<file path="src/logic/spio_pkg.sv">
// Package for the shared parallel I/O port: widths, reset values and masks.
// Assumes a single synchronous clock domain and plain register ports.
`default_nettype none
package spio_pkg;
    localparam int SPIO_W = 16;
    typedef logic [SPIO_W-1:0] spio_word_t;
    // Register selects for the software access port.
    typedef enum logic [2:0] {
        SPIO_SEL_DIR,
        SPIO_SEL_LAT,
        SPIO_SEL_PIN,
        SPIO_SEL_ODC,
        SPIO_SEL_ANS
    } spio_sel_e;
    localparam spio_word_t SPIO_DIR_RST = 16'hFFFF;
    localparam spio_word_t SPIO_LAT_RST = 16'h0000;
    localparam spio_word_t SPIO_ODC_RST = 16'h0000;
    localparam spio_word_t SPIO_ANS_RST = 16'hFFFF;
    localparam spio_word_t SPIO_IMPL_MASK_DEF = 16'hFFFF;
    localparam spio_word_t SPIO_ANA_MASK_DEF = 16'h000F;
    localparam int SPIO_SYNC_STAGES = 2;
endpackage : spio_pkg
`default_nettype wire

</file>
<file path="src/logic/spio_sync.sv">
// Two-flop synchroniser for the pin input levels.
// Assumes the pins are asynchronous to clk.
`default_nettype none
module spio_sync
    import spio_pkg::*;
(
    // Clock and reset.
    input wire logic clk,
    input wire logic sys_rst,
    // Data.
    input wire spio_pkg::spio_word_t async_in,
    output var spio_pkg::spio_word_t sync_out
);
    spio_word_t meta_r;
    spio_word_t sync_r;

    always_ff @(posedge clk) begin
        if (sys_rst) begin
            meta_r <= '0;
            sync_r <= '0;
        end else begin
            meta_r <= async_in;
            sync_r <= meta_r;
        end
    end

    assign sync_out = sync_r;
endmodule : spio_sync
`default_nettype wire

</file>
<file path="src/logic/spio_pin_mux.sv">
// Per-pin output multiplexer between the port bit and a peripheral.
// Assumes all inputs are synchronous to clk; output is combinational.
`default_nettype none
module spio_pin_mux (
    // Peripheral side.
    input wire logic per_en,
    input wire logic per_drive,
    input wire logic per_out,
    // Port side.
    input wire logic port_dir,
    input wire logic port_lat,
    input wire logic port_odc,
    input wire logic port_ana,
    // Pin drive.
    output logic pad_out,
    output logic pad_oe
);
    logic per_owns;
    logic port_drives;

    // An enabled peripheral that drives takes the pin. [RULE1] [RULE4] [RULE5]
    assign per_owns = per_en && per_drive;
    // Direction 0 is an output, and analog use disables the digital driver. [RULE6] [RULE13]
    assign port_drives = !port_dir && !port_ana;

    // Data and enable each chosen from peripheral or port. [RULE2]
    always_comb begin
        if (per_owns) begin
            pad_out = per_out;
            pad_oe = 1'b1;
        end else begin
            pad_out = port_lat;
            pad_oe = port_drives;
        end
        // Open drain only pulls low. [RULE12]
        if (port_odc && pad_out) begin
            pad_oe = 1'b0;
        end
        if (port_odc) begin
            pad_out = 1'b0;
        end
    end
endmodule : spio_pin_mux
`default_nettype wire

</file>
<file path="src/logic/spio_port.sv">
// Shared parallel I/O port: registers, pin read path and peripheral muxing.
// Assumes software uses the write strobe and select ports synchronous to clk;
// pins are asynchronous and are synchronised before use.
`default_nettype none
//
// Contract
// RULE1: An enabled, driving peripheral takes precedence over the port bit.
// RULE2: Pin data and enable come from multiplexers choosing peripheral or port.
// RULE3: Port output never loops back into the sharing peripheral's input.
// RULE4: Driving peripheral disables the port driver; pin stays readable.
// RULE5: Enabled but idle peripheral lets the port drive the pin.
// RULE6: Direction 1 makes an input, 0 an output.
// RULE7: Reset sets all direction bits, so all pins are inputs.
// RULE8: Latch read returns latch contents; latch write updates latch.
// RULE9: Pin-value read returns pin levels; its write updates the latch.
// RULE10: Unimplemented bits read zero from latch, direction and pin value.
// RULE11: Software waits one cycle between write or direction change and read.
// RULE12: Per-bit open drain drives low only and floats for high.
// RULE13: Analog-select with direction chooses analog or digital pin use.
// RULE14: Analog inputs read zero in the pin-value register.
// RULE15: Software waits one cycle after making a digital input before reading.
// RULE16: Sixteen-bit port with a variant mask tying absent bits to zero.
module spio_port
    import spio_pkg::*;
#(
    parameter spio_pkg::spio_word_t IMPL_MASK = spio_pkg::SPIO_IMPL_MASK_DEF,
    parameter spio_pkg::spio_word_t ANA_MASK = spio_pkg::SPIO_ANA_MASK_DEF
)
(
    // Clock and reset.
    input wire logic clk,
    input wire logic sys_rst,
    // Software access.
    input wire logic reg_wr,
    input wire spio_pkg::spio_sel_e reg_sel,
    input wire spio_pkg::spio_word_t reg_wdata,
    output var spio_pkg::spio_word_t reg_rdata,
    // Peripheral output side.
    input wire spio_pkg::spio_word_t per_en,
    input wire spio_pkg::spio_word_t per_drive,
    input wire spio_pkg::spio_word_t per_out,
    // Peripheral input side.
    output var spio_pkg::spio_word_t per_in,
    // Pins.
    input wire spio_pkg::spio_word_t pad_in,
    output var spio_pkg::spio_word_t pad_out,
    output var spio_pkg::spio_word_t pad_oe,
    // Status.
    output var spio_pkg::spio_word_t pin_direction_reg,
    output var spio_pkg::spio_word_t output_latch_reg
);
    import spio_pkg::*;

    spio_word_t dir_r;
    spio_word_t lat_r;
    spio_word_t odc_r;
    spio_word_t ans_r;
    spio_word_t pin_sync;
    spio_word_t mux_out;
    spio_word_t mux_oe;
    spio_word_t pin_view;
    spio_word_t pad_out_r;
    spio_word_t pad_oe_r;
    spio_word_t per_in_r;
    spio_word_t rdata_r;

    // Returns the value a pin-value read shows for the given state.
    function automatic spio_word_t pin_read(spio_word_t pins, spio_word_t ans,
                                            spio_word_t dir);
        // Analog inputs read low; absent bits read zero. [RULE14] [RULE10]
        return pins & ~(ans & dir & ANA_MASK) & IMPL_MASK;
    endfunction : pin_read

    spio_sync u_sync (
        .clk(clk),
        .sys_rst(sys_rst),
        .async_in(pad_in),
        .sync_out(pin_sync)
    );

    // Direction register; reset makes every pin an input. [RULE7] [RULE6]
    always_ff @(posedge clk) begin
        if (sys_rst) begin
            dir_r <= SPIO_DIR_RST & IMPL_MASK;
        end else if (reg_wr && reg_sel == SPIO_SEL_DIR) begin
            dir_r <= reg_wdata & IMPL_MASK;
        end
    end

    // Latch is written through either the latch or the pin-value select. [RULE8] [RULE9]
    always_ff @(posedge clk) begin
        if (sys_rst) begin
            lat_r <= SPIO_LAT_RST;
        end else if (reg_wr && (reg_sel == SPIO_SEL_LAT || reg_sel == SPIO_SEL_PIN)) begin
            lat_r <= reg_wdata & IMPL_MASK; // [RULE16]
        end
    end

    // Open-drain control. [RULE12]
    always_ff @(posedge clk) begin
        if (sys_rst) begin
            odc_r <= SPIO_ODC_RST;
        end else if (reg_wr && reg_sel == SPIO_SEL_ODC) begin
            odc_r <= reg_wdata & IMPL_MASK;
        end
    end

    // Analog select exists only on analog-capable bits. [RULE13]
    always_ff @(posedge clk) begin
        if (sys_rst) begin
            ans_r <= SPIO_ANS_RST & ANA_MASK & IMPL_MASK;
        end else if (reg_wr && reg_sel == SPIO_SEL_ANS) begin
            ans_r <= reg_wdata & ANA_MASK & IMPL_MASK;
        end
    end

    genvar gi;
    generate
        for (gi = 0; gi < SPIO_W; gi++) begin : g_pin
            if (IMPL_MASK[gi]) begin : g_impl
                spio_pin_mux u_mux (
                    .per_en(per_en[gi]),
                    .per_drive(per_drive[gi]),
                    .per_out(per_out[gi]),
                    .port_dir(dir_r[gi]),
                    .port_lat(lat_r[gi]),
                    .port_odc(odc_r[gi]),
                    .port_ana(ans_r[gi]),
                    .pad_out(mux_out[gi]),
                    .pad_oe(mux_oe[gi])
                );
            end else begin : g_absent
                assign mux_out[gi] = 1'b0; // [RULE16]
                assign mux_oe[gi] = 1'b0;
            end
        end
    endgenerate

    assign pin_view = pin_read(pin_sync, ans_r, dir_r);

    // Registered pin drive. [RULE2]
    always_ff @(posedge clk) begin
        if (sys_rst) begin
            pad_out_r <= '0;
            pad_oe_r <= '0;
        end else begin
            pad_out_r <= mux_out;
            pad_oe_r <= mux_oe;
        end
    end

    // Bits where the port itself, not a peripheral, currently drives the pin.
    function automatic spio_word_t port_driven(spio_word_t oe, spio_word_t en,
                                               spio_word_t drv);
        return oe & ~(en & drv);
    endfunction : port_driven

    // Peripheral sees the pin only where the port is not driving it. [RULE3]
    always_ff @(posedge clk) begin
        if (sys_rst) begin
            per_in_r <= '0;
        end else begin
            per_in_r <= pin_sync & ~port_driven(pad_oe_r, per_en, per_drive) & IMPL_MASK;
        end
    end

    // Read data register. [RULE8] [RULE9] [RULE10]
    always_ff @(posedge clk) begin
        if (sys_rst) begin
            rdata_r <= '0;
        end else begin
            unique case (reg_sel)
                SPIO_SEL_DIR: rdata_r <= dir_r;
                SPIO_SEL_LAT: rdata_r <= lat_r;
                SPIO_SEL_PIN: rdata_r <= pin_view;
                SPIO_SEL_ODC: rdata_r <= odc_r;
                SPIO_SEL_ANS: rdata_r <= ans_r;
                default: rdata_r <= '0;
            endcase
        end
    end

    assign reg_rdata = rdata_r;
    assign per_in = per_in_r;
    assign pad_out = pad_out_r;
    assign pad_oe = pad_oe_r;
    assign pin_direction_reg = dir_r;
    assign output_latch_reg = lat_r;
endmodule : spio_port
`default_nettype wire

</file>
<file path="config.mk">
export PLATFORM = sky130hd
export DESIGN_NAME = spio_port
export DESIGN_NICKNAME = d
export VERILOG_FILES = /design/src/logic/spio_pkg.sv /design/src/logic/spio_sync.sv /design/src/logic/spio_pin_mux.sv /design/src/logic/spio_port.sv
export SDC_FILE = /design/constraint.sdc
export NUM_CORES = 1
export LEC_CHECK = 0
export ABC_AREA = 1
export BUFFER_PORTS_ARGS = -buffer_cell sky130_fd_sc_hd__buf_2
export CAP_MARGIN = 10
export CORE_AREA = 2 2 117 119
export DETAILED_ROUTE_END_ITERATION = 12
export DIE_AREA = 0 0 119 121
export GPL_ROUTABILITY_DRIVEN = 0
export PLACE_DENSITY = 0.8
export SYNTH_ARGS = -nofsm -noshare
export SYNTH_HDL_FRONTEND = slang
export SYNTH_SLANG_ARGS = --single-unit
</file>
<file path="constraint.sdc">
create_clock -name clk -period 1.08 [get_ports clk]
set_input_delay 0.216 -clock clk [delete_from_list [all_inputs] [get_ports clk]]
set_output_delay 0.216 -clock clk [all_outputs]
set_load 0.005 [all_outputs]
</file>
## Word-level counts from Yosys, hierarchy flattened

Cells that the tools add are included.

- Multiply operators: 0
- Mux-type cells: 33
- Reductions and logical operators: 94
- Equal/unequal tests: 4
- Shifts and indexed selects: 0
- Divide/modulo/power cells: 0
- Bitwise gates (word level): 8
- Add/subtract/negate cells: 0
- $lt $le $gt $ge: 0

Operator list:

| kind | number |
|---|---|
| $pmux 16 s5 | 1 |
| $and 16x16->16 | 4 |
| $reduce_or 2->1 | 32 |
| $logic_and 1x1->1 | 40 |
| $mux 1 | 32 |
| $not 16->16 | 2 |
| $logic_not 1->1 | 20 |
| $not 4->16 | 1 |
| $eq 3x2->1 const B | 2 |
| $and 4x4->4 | 1 |
| $eq 3x1->1 const B | 1 |
| $eq 3x3->1 const B | 1 |
| $logic_not 3->1 | 1 |
| $logic_or 1x1->1 | 1 |

- Input bits: 86
- Memories kept: 0
- Flip-flop bits (word level): 148
- Bits in writable memories: 0
- Bits in latches: 0
- Word-level logic and storage cells: 179
- Bits in read-only memories: 0

## Logic depth before layout (Yosys ltp)

- Depth in word-level cells: 5
- Depth in mapped cells: 9

## Hierarchy

Synthesis repeated with hierarchy kept, for this count alone.

- Cell total of the unflattened synthesis: 811
- Area, all modules: 6065.8 um^2

By module, submodules not included:

| module | area each (um^2) | times used | cells an instance |
|---|---|---|---|
| spio_port | 4510.6 | 1 | 600 |
| spio_sync | 914.6 | 1 | 99 |
| spio_pin_mux | 40.0 | 16 | 7 |

## Worst setup path before layout

Ideal clock, no wire load.

- Path kind: input-to-reg
- Start point: input port reg_sel[0]
- End point: register dir_r[3], in the netlist pin_direction_reg[3]
- Stages: 8
- Slack: -0.013 ns
- Arrival: 0.963 ns
- Library setup time: 0.130 ns
- Path buffers: 2
- Path through: buf_6 -> inv_2 -> nand2_1 -> nor2_2 -> nand2_2 -> buf_2 -> nand2_1 -> nand3_1

- Longest elaborated chain between the ends: 2

RTL lines:

| element | RTL line | source |
|---|---|---|
| start: declaration | spio_port.sv:35 | `input wire spio_pkg::spio_sel_e reg_sel,` |
| $logic_not 3->1 | spio_port.sv:85 | `end else if (reg_wr && reg_sel == SPIO_SEL_DIR) begin` |
| $logic_and 1x1->1 | spio_port.sv:85 |  |
| end signal: assignment | spio_port.sv:84 | `dir_r <= SPIO_DIR_RST & IMPL_MASK;` |
| end signal: assignment | spio_port.sv:86 | `dir_r <= reg_wdata & IMPL_MASK;` |
| end: declaration | spio_port.sv:54 | `spio_word_t dir_r;` |

Every way passes these cells.
A chain may end at the register's enable or synchronous reset.

## Final worst setup path

- Start point: register lat_r[14], in the netlist output_latch_reg[14]
- End point: output port output_latch_reg[14]

RTL lines:

| element | RTL line | source |
|---|---|---|
| start: declaration | spio_port.sv:55 | `spio_word_t lat_r;` |
| start signal: assignment | spio_port.sv:95 | `lat_r <= reg_wdata & IMPL_MASK;` |
| end: declaration | spio_port.sv:50 | `output var spio_pkg::spio_word_t output_latch_reg` |

No word-level cell between the ends.

==> impl_results.html <==
<table>
<tr><th>Metric</th><th>Value</th></tr>
<tr><th colspan="2">Run status</th></tr>
<tr><td>Run status</td><td>finished, violations left</td></tr>
<tr><td>Violations in the final reports</td><td>setup timing</td></tr>
<tr><th colspan="2">Power</th></tr>
<tr><td>Switching portion of total power</td><td>22.5%</td></tr>
<tr><td>Internal Pwr Total</td><td>about 11 mW</td></tr>
<tr><td>Total Power Consumption</td><td>between 10 and 15 mW</td></tr>
<tr><td>Combinational cell fraction of total power</td><td>10.8%</td></tr>
<tr><td>Net switching power</td><td>3.06 mW</td></tr>
<tr><td>Worst IR Drop VDD</td><td>~0.98 mV</td></tr>
<tr><td>P_leak</td><td>4.03 nW</td></tr>
<tr><td>Clock power share</td><td>46.2%</td></tr>
<tr><td>Portion of total power attributed to sequential cells</td><td>43.0%</td></tr>
<tr><td>Pwr per Cell Area</td><td>1650 nW/um^2</td></tr>
<tr><th colspan="2">Routing</th></tr>
<tr><td>Detail-routed via count per cell</td><td>4.88</td></tr>
<tr><td>Routed met1 length</td><td>6690 um</td></tr>
<tr><td>Number of search-and-repair iterations in the first detailed-routing pass</td><td>5</td></tr>
<tr><td>DR iter-0 viols</td><td>457</td></tr>
<tr><td>Routed Wire Length</td><td>between 15000 and 20000 um</td></tr>
<tr><td>Wirelength per Cell</td><td>13.9 um</td></tr>
<tr><td>Final antenna-violating net count</td><td>0</td></tr>
<tr><td>Met3 WL post-DR</td><td>1190 um</td></tr>
<tr><td>Total via count after detailed routing</td><td>approximately 5700</td></tr>
<tr><td>Remaining routing DRC violations</td><td>0</td></tr>
<tr><td>Top layer reached by signal wires</td><td>met4</td></tr>
<tr><td>Detail Route met2 WL</td><td>7980 um</td></tr>
<tr><th colspan="2">Logic synthesis</th></tr>
<tr><td>Fraction of post-synthesis cell area in the top cell type by area</td><td>49.9%</td></tr>
<tr><td>Count of different cell masters after synthesis</td><td>27</td></tr>
<tr><td>Per-instance average area after synthesis</td><td>between 7 and 8 sq um</td></tr>
<tr><td>Cell count after synthesis</td><td>758</td></tr>
<tr><td>Cell types occupying the most area after synthesis</td><td>sky130_fd_sc_hd__dfxtp_1 (50%), sky130_fd_sc_hd__nand2_1 (8.5%), sky130_fd_sc_hd__nor2_1 (5.8%)</td></tr>
<tr><td>Synth Net Count</td><td>844</td></tr>
<tr><td>Synth Warn #</td><td>0</td></tr>
<tr><td>Summed instance area of the synthesized netlist</td><td>5930 sq um</td></tr>
<tr><td>Synth area leader</td><td>sky130_fd_sc_hd__dfxtp_1</td></tr>
<tr><td>Seq cells post-synth</td><td>approximately 150</td></tr>
<tr><td>Proportion of synthesized chip area in sequential cells</td><td>49.9%</td></tr>
<tr><th colspan="2">Worst setup path</th></tr>
<tr><td>Critical path capture point type</td><td>primary output</td></tr>
<tr><td>Startpoint of the worst register-to-register path</td><td>pin_direction_reg[3]</td></tr>
<tr><td>Worst endpoint data arrival time</td><td>about 0.90 ns</td></tr>
<tr><td>CP max stage delay</td><td>0.36 ns</td></tr>
<tr><td>Register-to-register path setup slack</td><td>0.11 ns</td></tr>
<tr><td>Kind of cell adding the most delay to the critical path</td><td>flip-flops</td></tr>
<tr><td>Slowest cell on crit path</td><td>sky130_fd_sc_hd__dfxtp_2</td></tr>
<tr><td>Combined buffer and inverter count along the critical path</td><td>1</td></tr>
<tr><td>Cell depth of the worst flop-to-flop path</td><td>6</td></tr>
<tr><td>Kind of launch point of the worst setup path</td><td>register</td></tr>
<tr><td>R2R Path End</td><td>reg_rdata[3]</td></tr>
<tr><td>Ordered list of cells on the worst path</td><td>buf_2</td></tr>
<tr><td>Crit path required time</td><td>0.86 ns</td></tr>
<tr><td>Setup CP Type</td><td>register to primary output</td></tr>
<tr><td>Critical Path Fanout Max</td><td>3</td></tr>
<tr><th colspan="2">Finish</th></tr>
<tr><td>Number of nets in the finished design</td><td>1062</td></tr>
<tr><td>Non-filler instance count after layout</td><td>1165</td></tr>
<tr><td>Commonest non-fill, non-tap cell in the layout</td><td>sky130_fd_sc_hd__buf_2</td></tr>
<tr><td>Share of the core filled with cells in the final layout</td><td>63.0%</td></tr>
<tr><td>Total inserted antenna cells</td><td>0</td></tr>
<tr><td>Area Growth Syn to Fin</td><td>39.0%</td></tr>
<tr><td>Commonest cells after routing, fill and taps aside</td><td>sky130_fd_sc_hd__buf_2 (161), sky130_fd_sc_hd__nand2_1 (134), sky130_fd_sc_hd__dfxtp_1 (96)</td></tr>
<tr><td>Share of final-layout standard cells stronger than drive strength 1</td><td>37.6%</td></tr>
<tr><th colspan="2">Job</th></tr>
<tr><td>Max cap viols</td><td>0</td></tr>
<tr><th colspan="2">Global routing</th></tr>
<tr><td>Wire length of the first global-routing pass</td><td>25400 um</td></tr>
<tr><td>Antenna violations before repair</td><td>0</td></tr>
<tr><td>Remaining Overflow, GRT</td><td>0</td></tr>
<tr><td>Total routing resource utilization after global routing</td><td>a little under a quarter</td></tr>
<tr><td>Number of global-route vias before repair</td><td>between 5000 and 6000</td></tr>
<tr><td>Pin count of the biggest net entering global routing</td><td>37</td></tr>
<tr><th colspan="2">Clocking</th></tr>
<tr><td>Number of buffers created by CTS</td><td>17</td></tr>
<tr><td>CTS H-Tree Depth</td><td>4</td></tr>
<tr><td>Clock Sink Count</td><td>between 100 and 150</td></tr>
<tr><td>Number of buffers on the longest clock path</td><td>2</td></tr>
<tr><td>Clk_lat worst skew</td><td>0.42 ns</td></tr>
<tr><td>Clock root buffer</td><td>sky130_fd_sc_hd__clkbuf_16</td></tr>
<tr><td>Clock transition at the register clock pins on the worst setup and hold paths after CTS</td><td>around 0.06 ns</td></tr>
<tr><td>TritonCTS clock tree</td><td>built</td></tr>
<tr><th colspan="2">Timing</th></tr>
<tr><td>Setup Viol. Count Final</td><td>10</td></tr>
<tr><td>Final Hold Violating Endpoints</td><td>0</td></tr>
<tr><td>Fin crit period</td><td>1.12 ns</td></tr>
<tr><td>Normalized max-slew margin</td><td>80.3%</td></tr>
<tr><td>Worst clock skew on the final layout</td><td>0.00833 ns</td></tr>
<tr><td>Setup repair after global routing missed its margin</td><td>yes</td></tr>
<tr><td>Final Worst Setup Slack</td><td>-0.0370 ns</td></tr>
<tr><td>Count of pins over their slew limit</td><td>0</td></tr>
<tr><td>Achievable frequency</td><td>895 MHz</td></tr>
<tr><td>Period utilization</td><td>103%</td></tr>
<tr><td>Pin slew with the least headroom to its limit</td><td>0.295 ns</td></tr>
<tr><td>Summed negative setup slack over all endpoints</td><td>-0.144 ns</td></tr>
<tr><td>Hold slack final</td><td>between 0.01 and 0.015 ns</td></tr>
<tr><th colspan="2">Floorplan</th></tr>
<tr><td>Area enclosed by the die boundary</td><td>14400 sq um</td></tr>
<tr><td>Boundary Pins</td><td>182</td></tr>
<tr><td>Number of standard-cell rows in the floorplan</td><td>42</td></tr>
<tr><td>Initial core utilization</td><td>45.4%</td></tr>
<tr><td>Y dimension of the die</td><td>121 um</td></tr>
<tr><td>Area of the core</td><td>13100 sq um</td></tr>
<tr><td>Chip width</td><td>119 um</td></tr>
<tr><th colspan="2">Placed design</th></tr>
<tr><td>Number of instances in the placed design</td><td>1092</td></tr>
<tr><td>Post-detail-place hpwl</td><td>10900 um</td></tr>
<tr><td>Count of port buffers added during placement</td><td>~180</td></tr>
<tr><th colspan="2">Hold path</th></tr>
<tr><td>Worst min-delay path startpoint</td><td>pad_in[2]</td></tr>
<tr><td>Worst hold stages</td><td>3</td></tr>
<tr><td>Hold worst-path end</td><td>u_sync.meta_r[2]</td></tr>
<tr><td>Hold Crit Class</td><td>input port to register</td></tr>
</table>
metrics by stage:
step / area (sq um) / setup WS (ns)
5_1_grt: 8250 / -0.0628
6_report: 8250 / -0.0370
2_1_floorplan: 5940 / 0.00211
4_1_cts: 8180 / -0.0440
3_5_place_dp: 7080 / -0.149
3_3_place_gp: 7080 / -0.120
cell type report:
cell class	instances	area (sq um)
clock buffer	24	492
clock inverter	8	146
fill	1097	4840
inverter	90	338
multi-input combinational	449	2170
sequential	148	3040
tap	176	220
timing repair buffer	270	1850
Yosys cell counts (all sizes together):
cell type	number
clkbuf	7
o211ai	4
o21a	12
buf	64
nand2	136
a211oi	5
nor3	16
a21oi	59
nand3	48
inv	90
nor2	95
o21ai	49
or2	4
dfxtp	148
nand4	21
per-layer routing:
metal	vias to the layer above	track usage, %
li1	2822	-
met1	2619	26.5
met3	26	6.95
met5	-	0
met4	0	9.00
met2	220	38.3
timing repair:
action | 4_1_cts | 5_1_grt
endpoints found under the setup margin | 42 | 61
hold buffers | 10 | 0
pin swaps | 0 | 0
buffers inserted | 30 | 1
endpoints found under the hold margin | 10 | 0
gates resized for setup | 58 | 17
cloned | 0 | 0
kinds of logic (layout without fill, tap and decap cells):
group	Yosys count	count (layout)	synth area share, %
DFF	148	148	49.9
AOI/OAI and AO/OA	129	129	11.8
buffers and inverters	161	392	13.6
and+or+nand+nor	320	320	24.8
power by group through the flow:
stage | Clock [mW] | Sequential (mW) | Combinational, mW
final | 6.28 | 5.85 | 1.47
after global routing | 6.62 | 5.87 | 1.62
after CTS | 6.35 | 5.84 | 1.45
after detailed placement | 0 | 5.96 | 1.29
after global placement | 0 | 5.96 | 1.26
after floorplan | 0 | 5.95 | 0.727
worst max-delay path by stage:
| stage | startpoint | to | slack [ns] | cells past startpoint |
|---|---|---|---|---|
| 6_report | output_latch_reg[14] | output_latch_reg[14] | -0.04 | 1 |
| 5_1_grt | output_latch_reg[14] | output_latch_reg[14] | -0.06 | 1 |
| 4_1_cts | output_latch_reg[2] | output_latch_reg[2] | -0.04 | 1 |
| 3_5_place_dp | reg_sel[2] | reg_rdata[3] | -0.15 | 9 |
| 3_3_place_gp | reg_sel[2] | reg_rdata[9] | -0.12 | 9 |
| 2_1_floorplan | reg_sel[0] | pin_direction_reg[3] | 0.002 | 8 |
No activity file was read; power rests on OpenSTA's default activity.
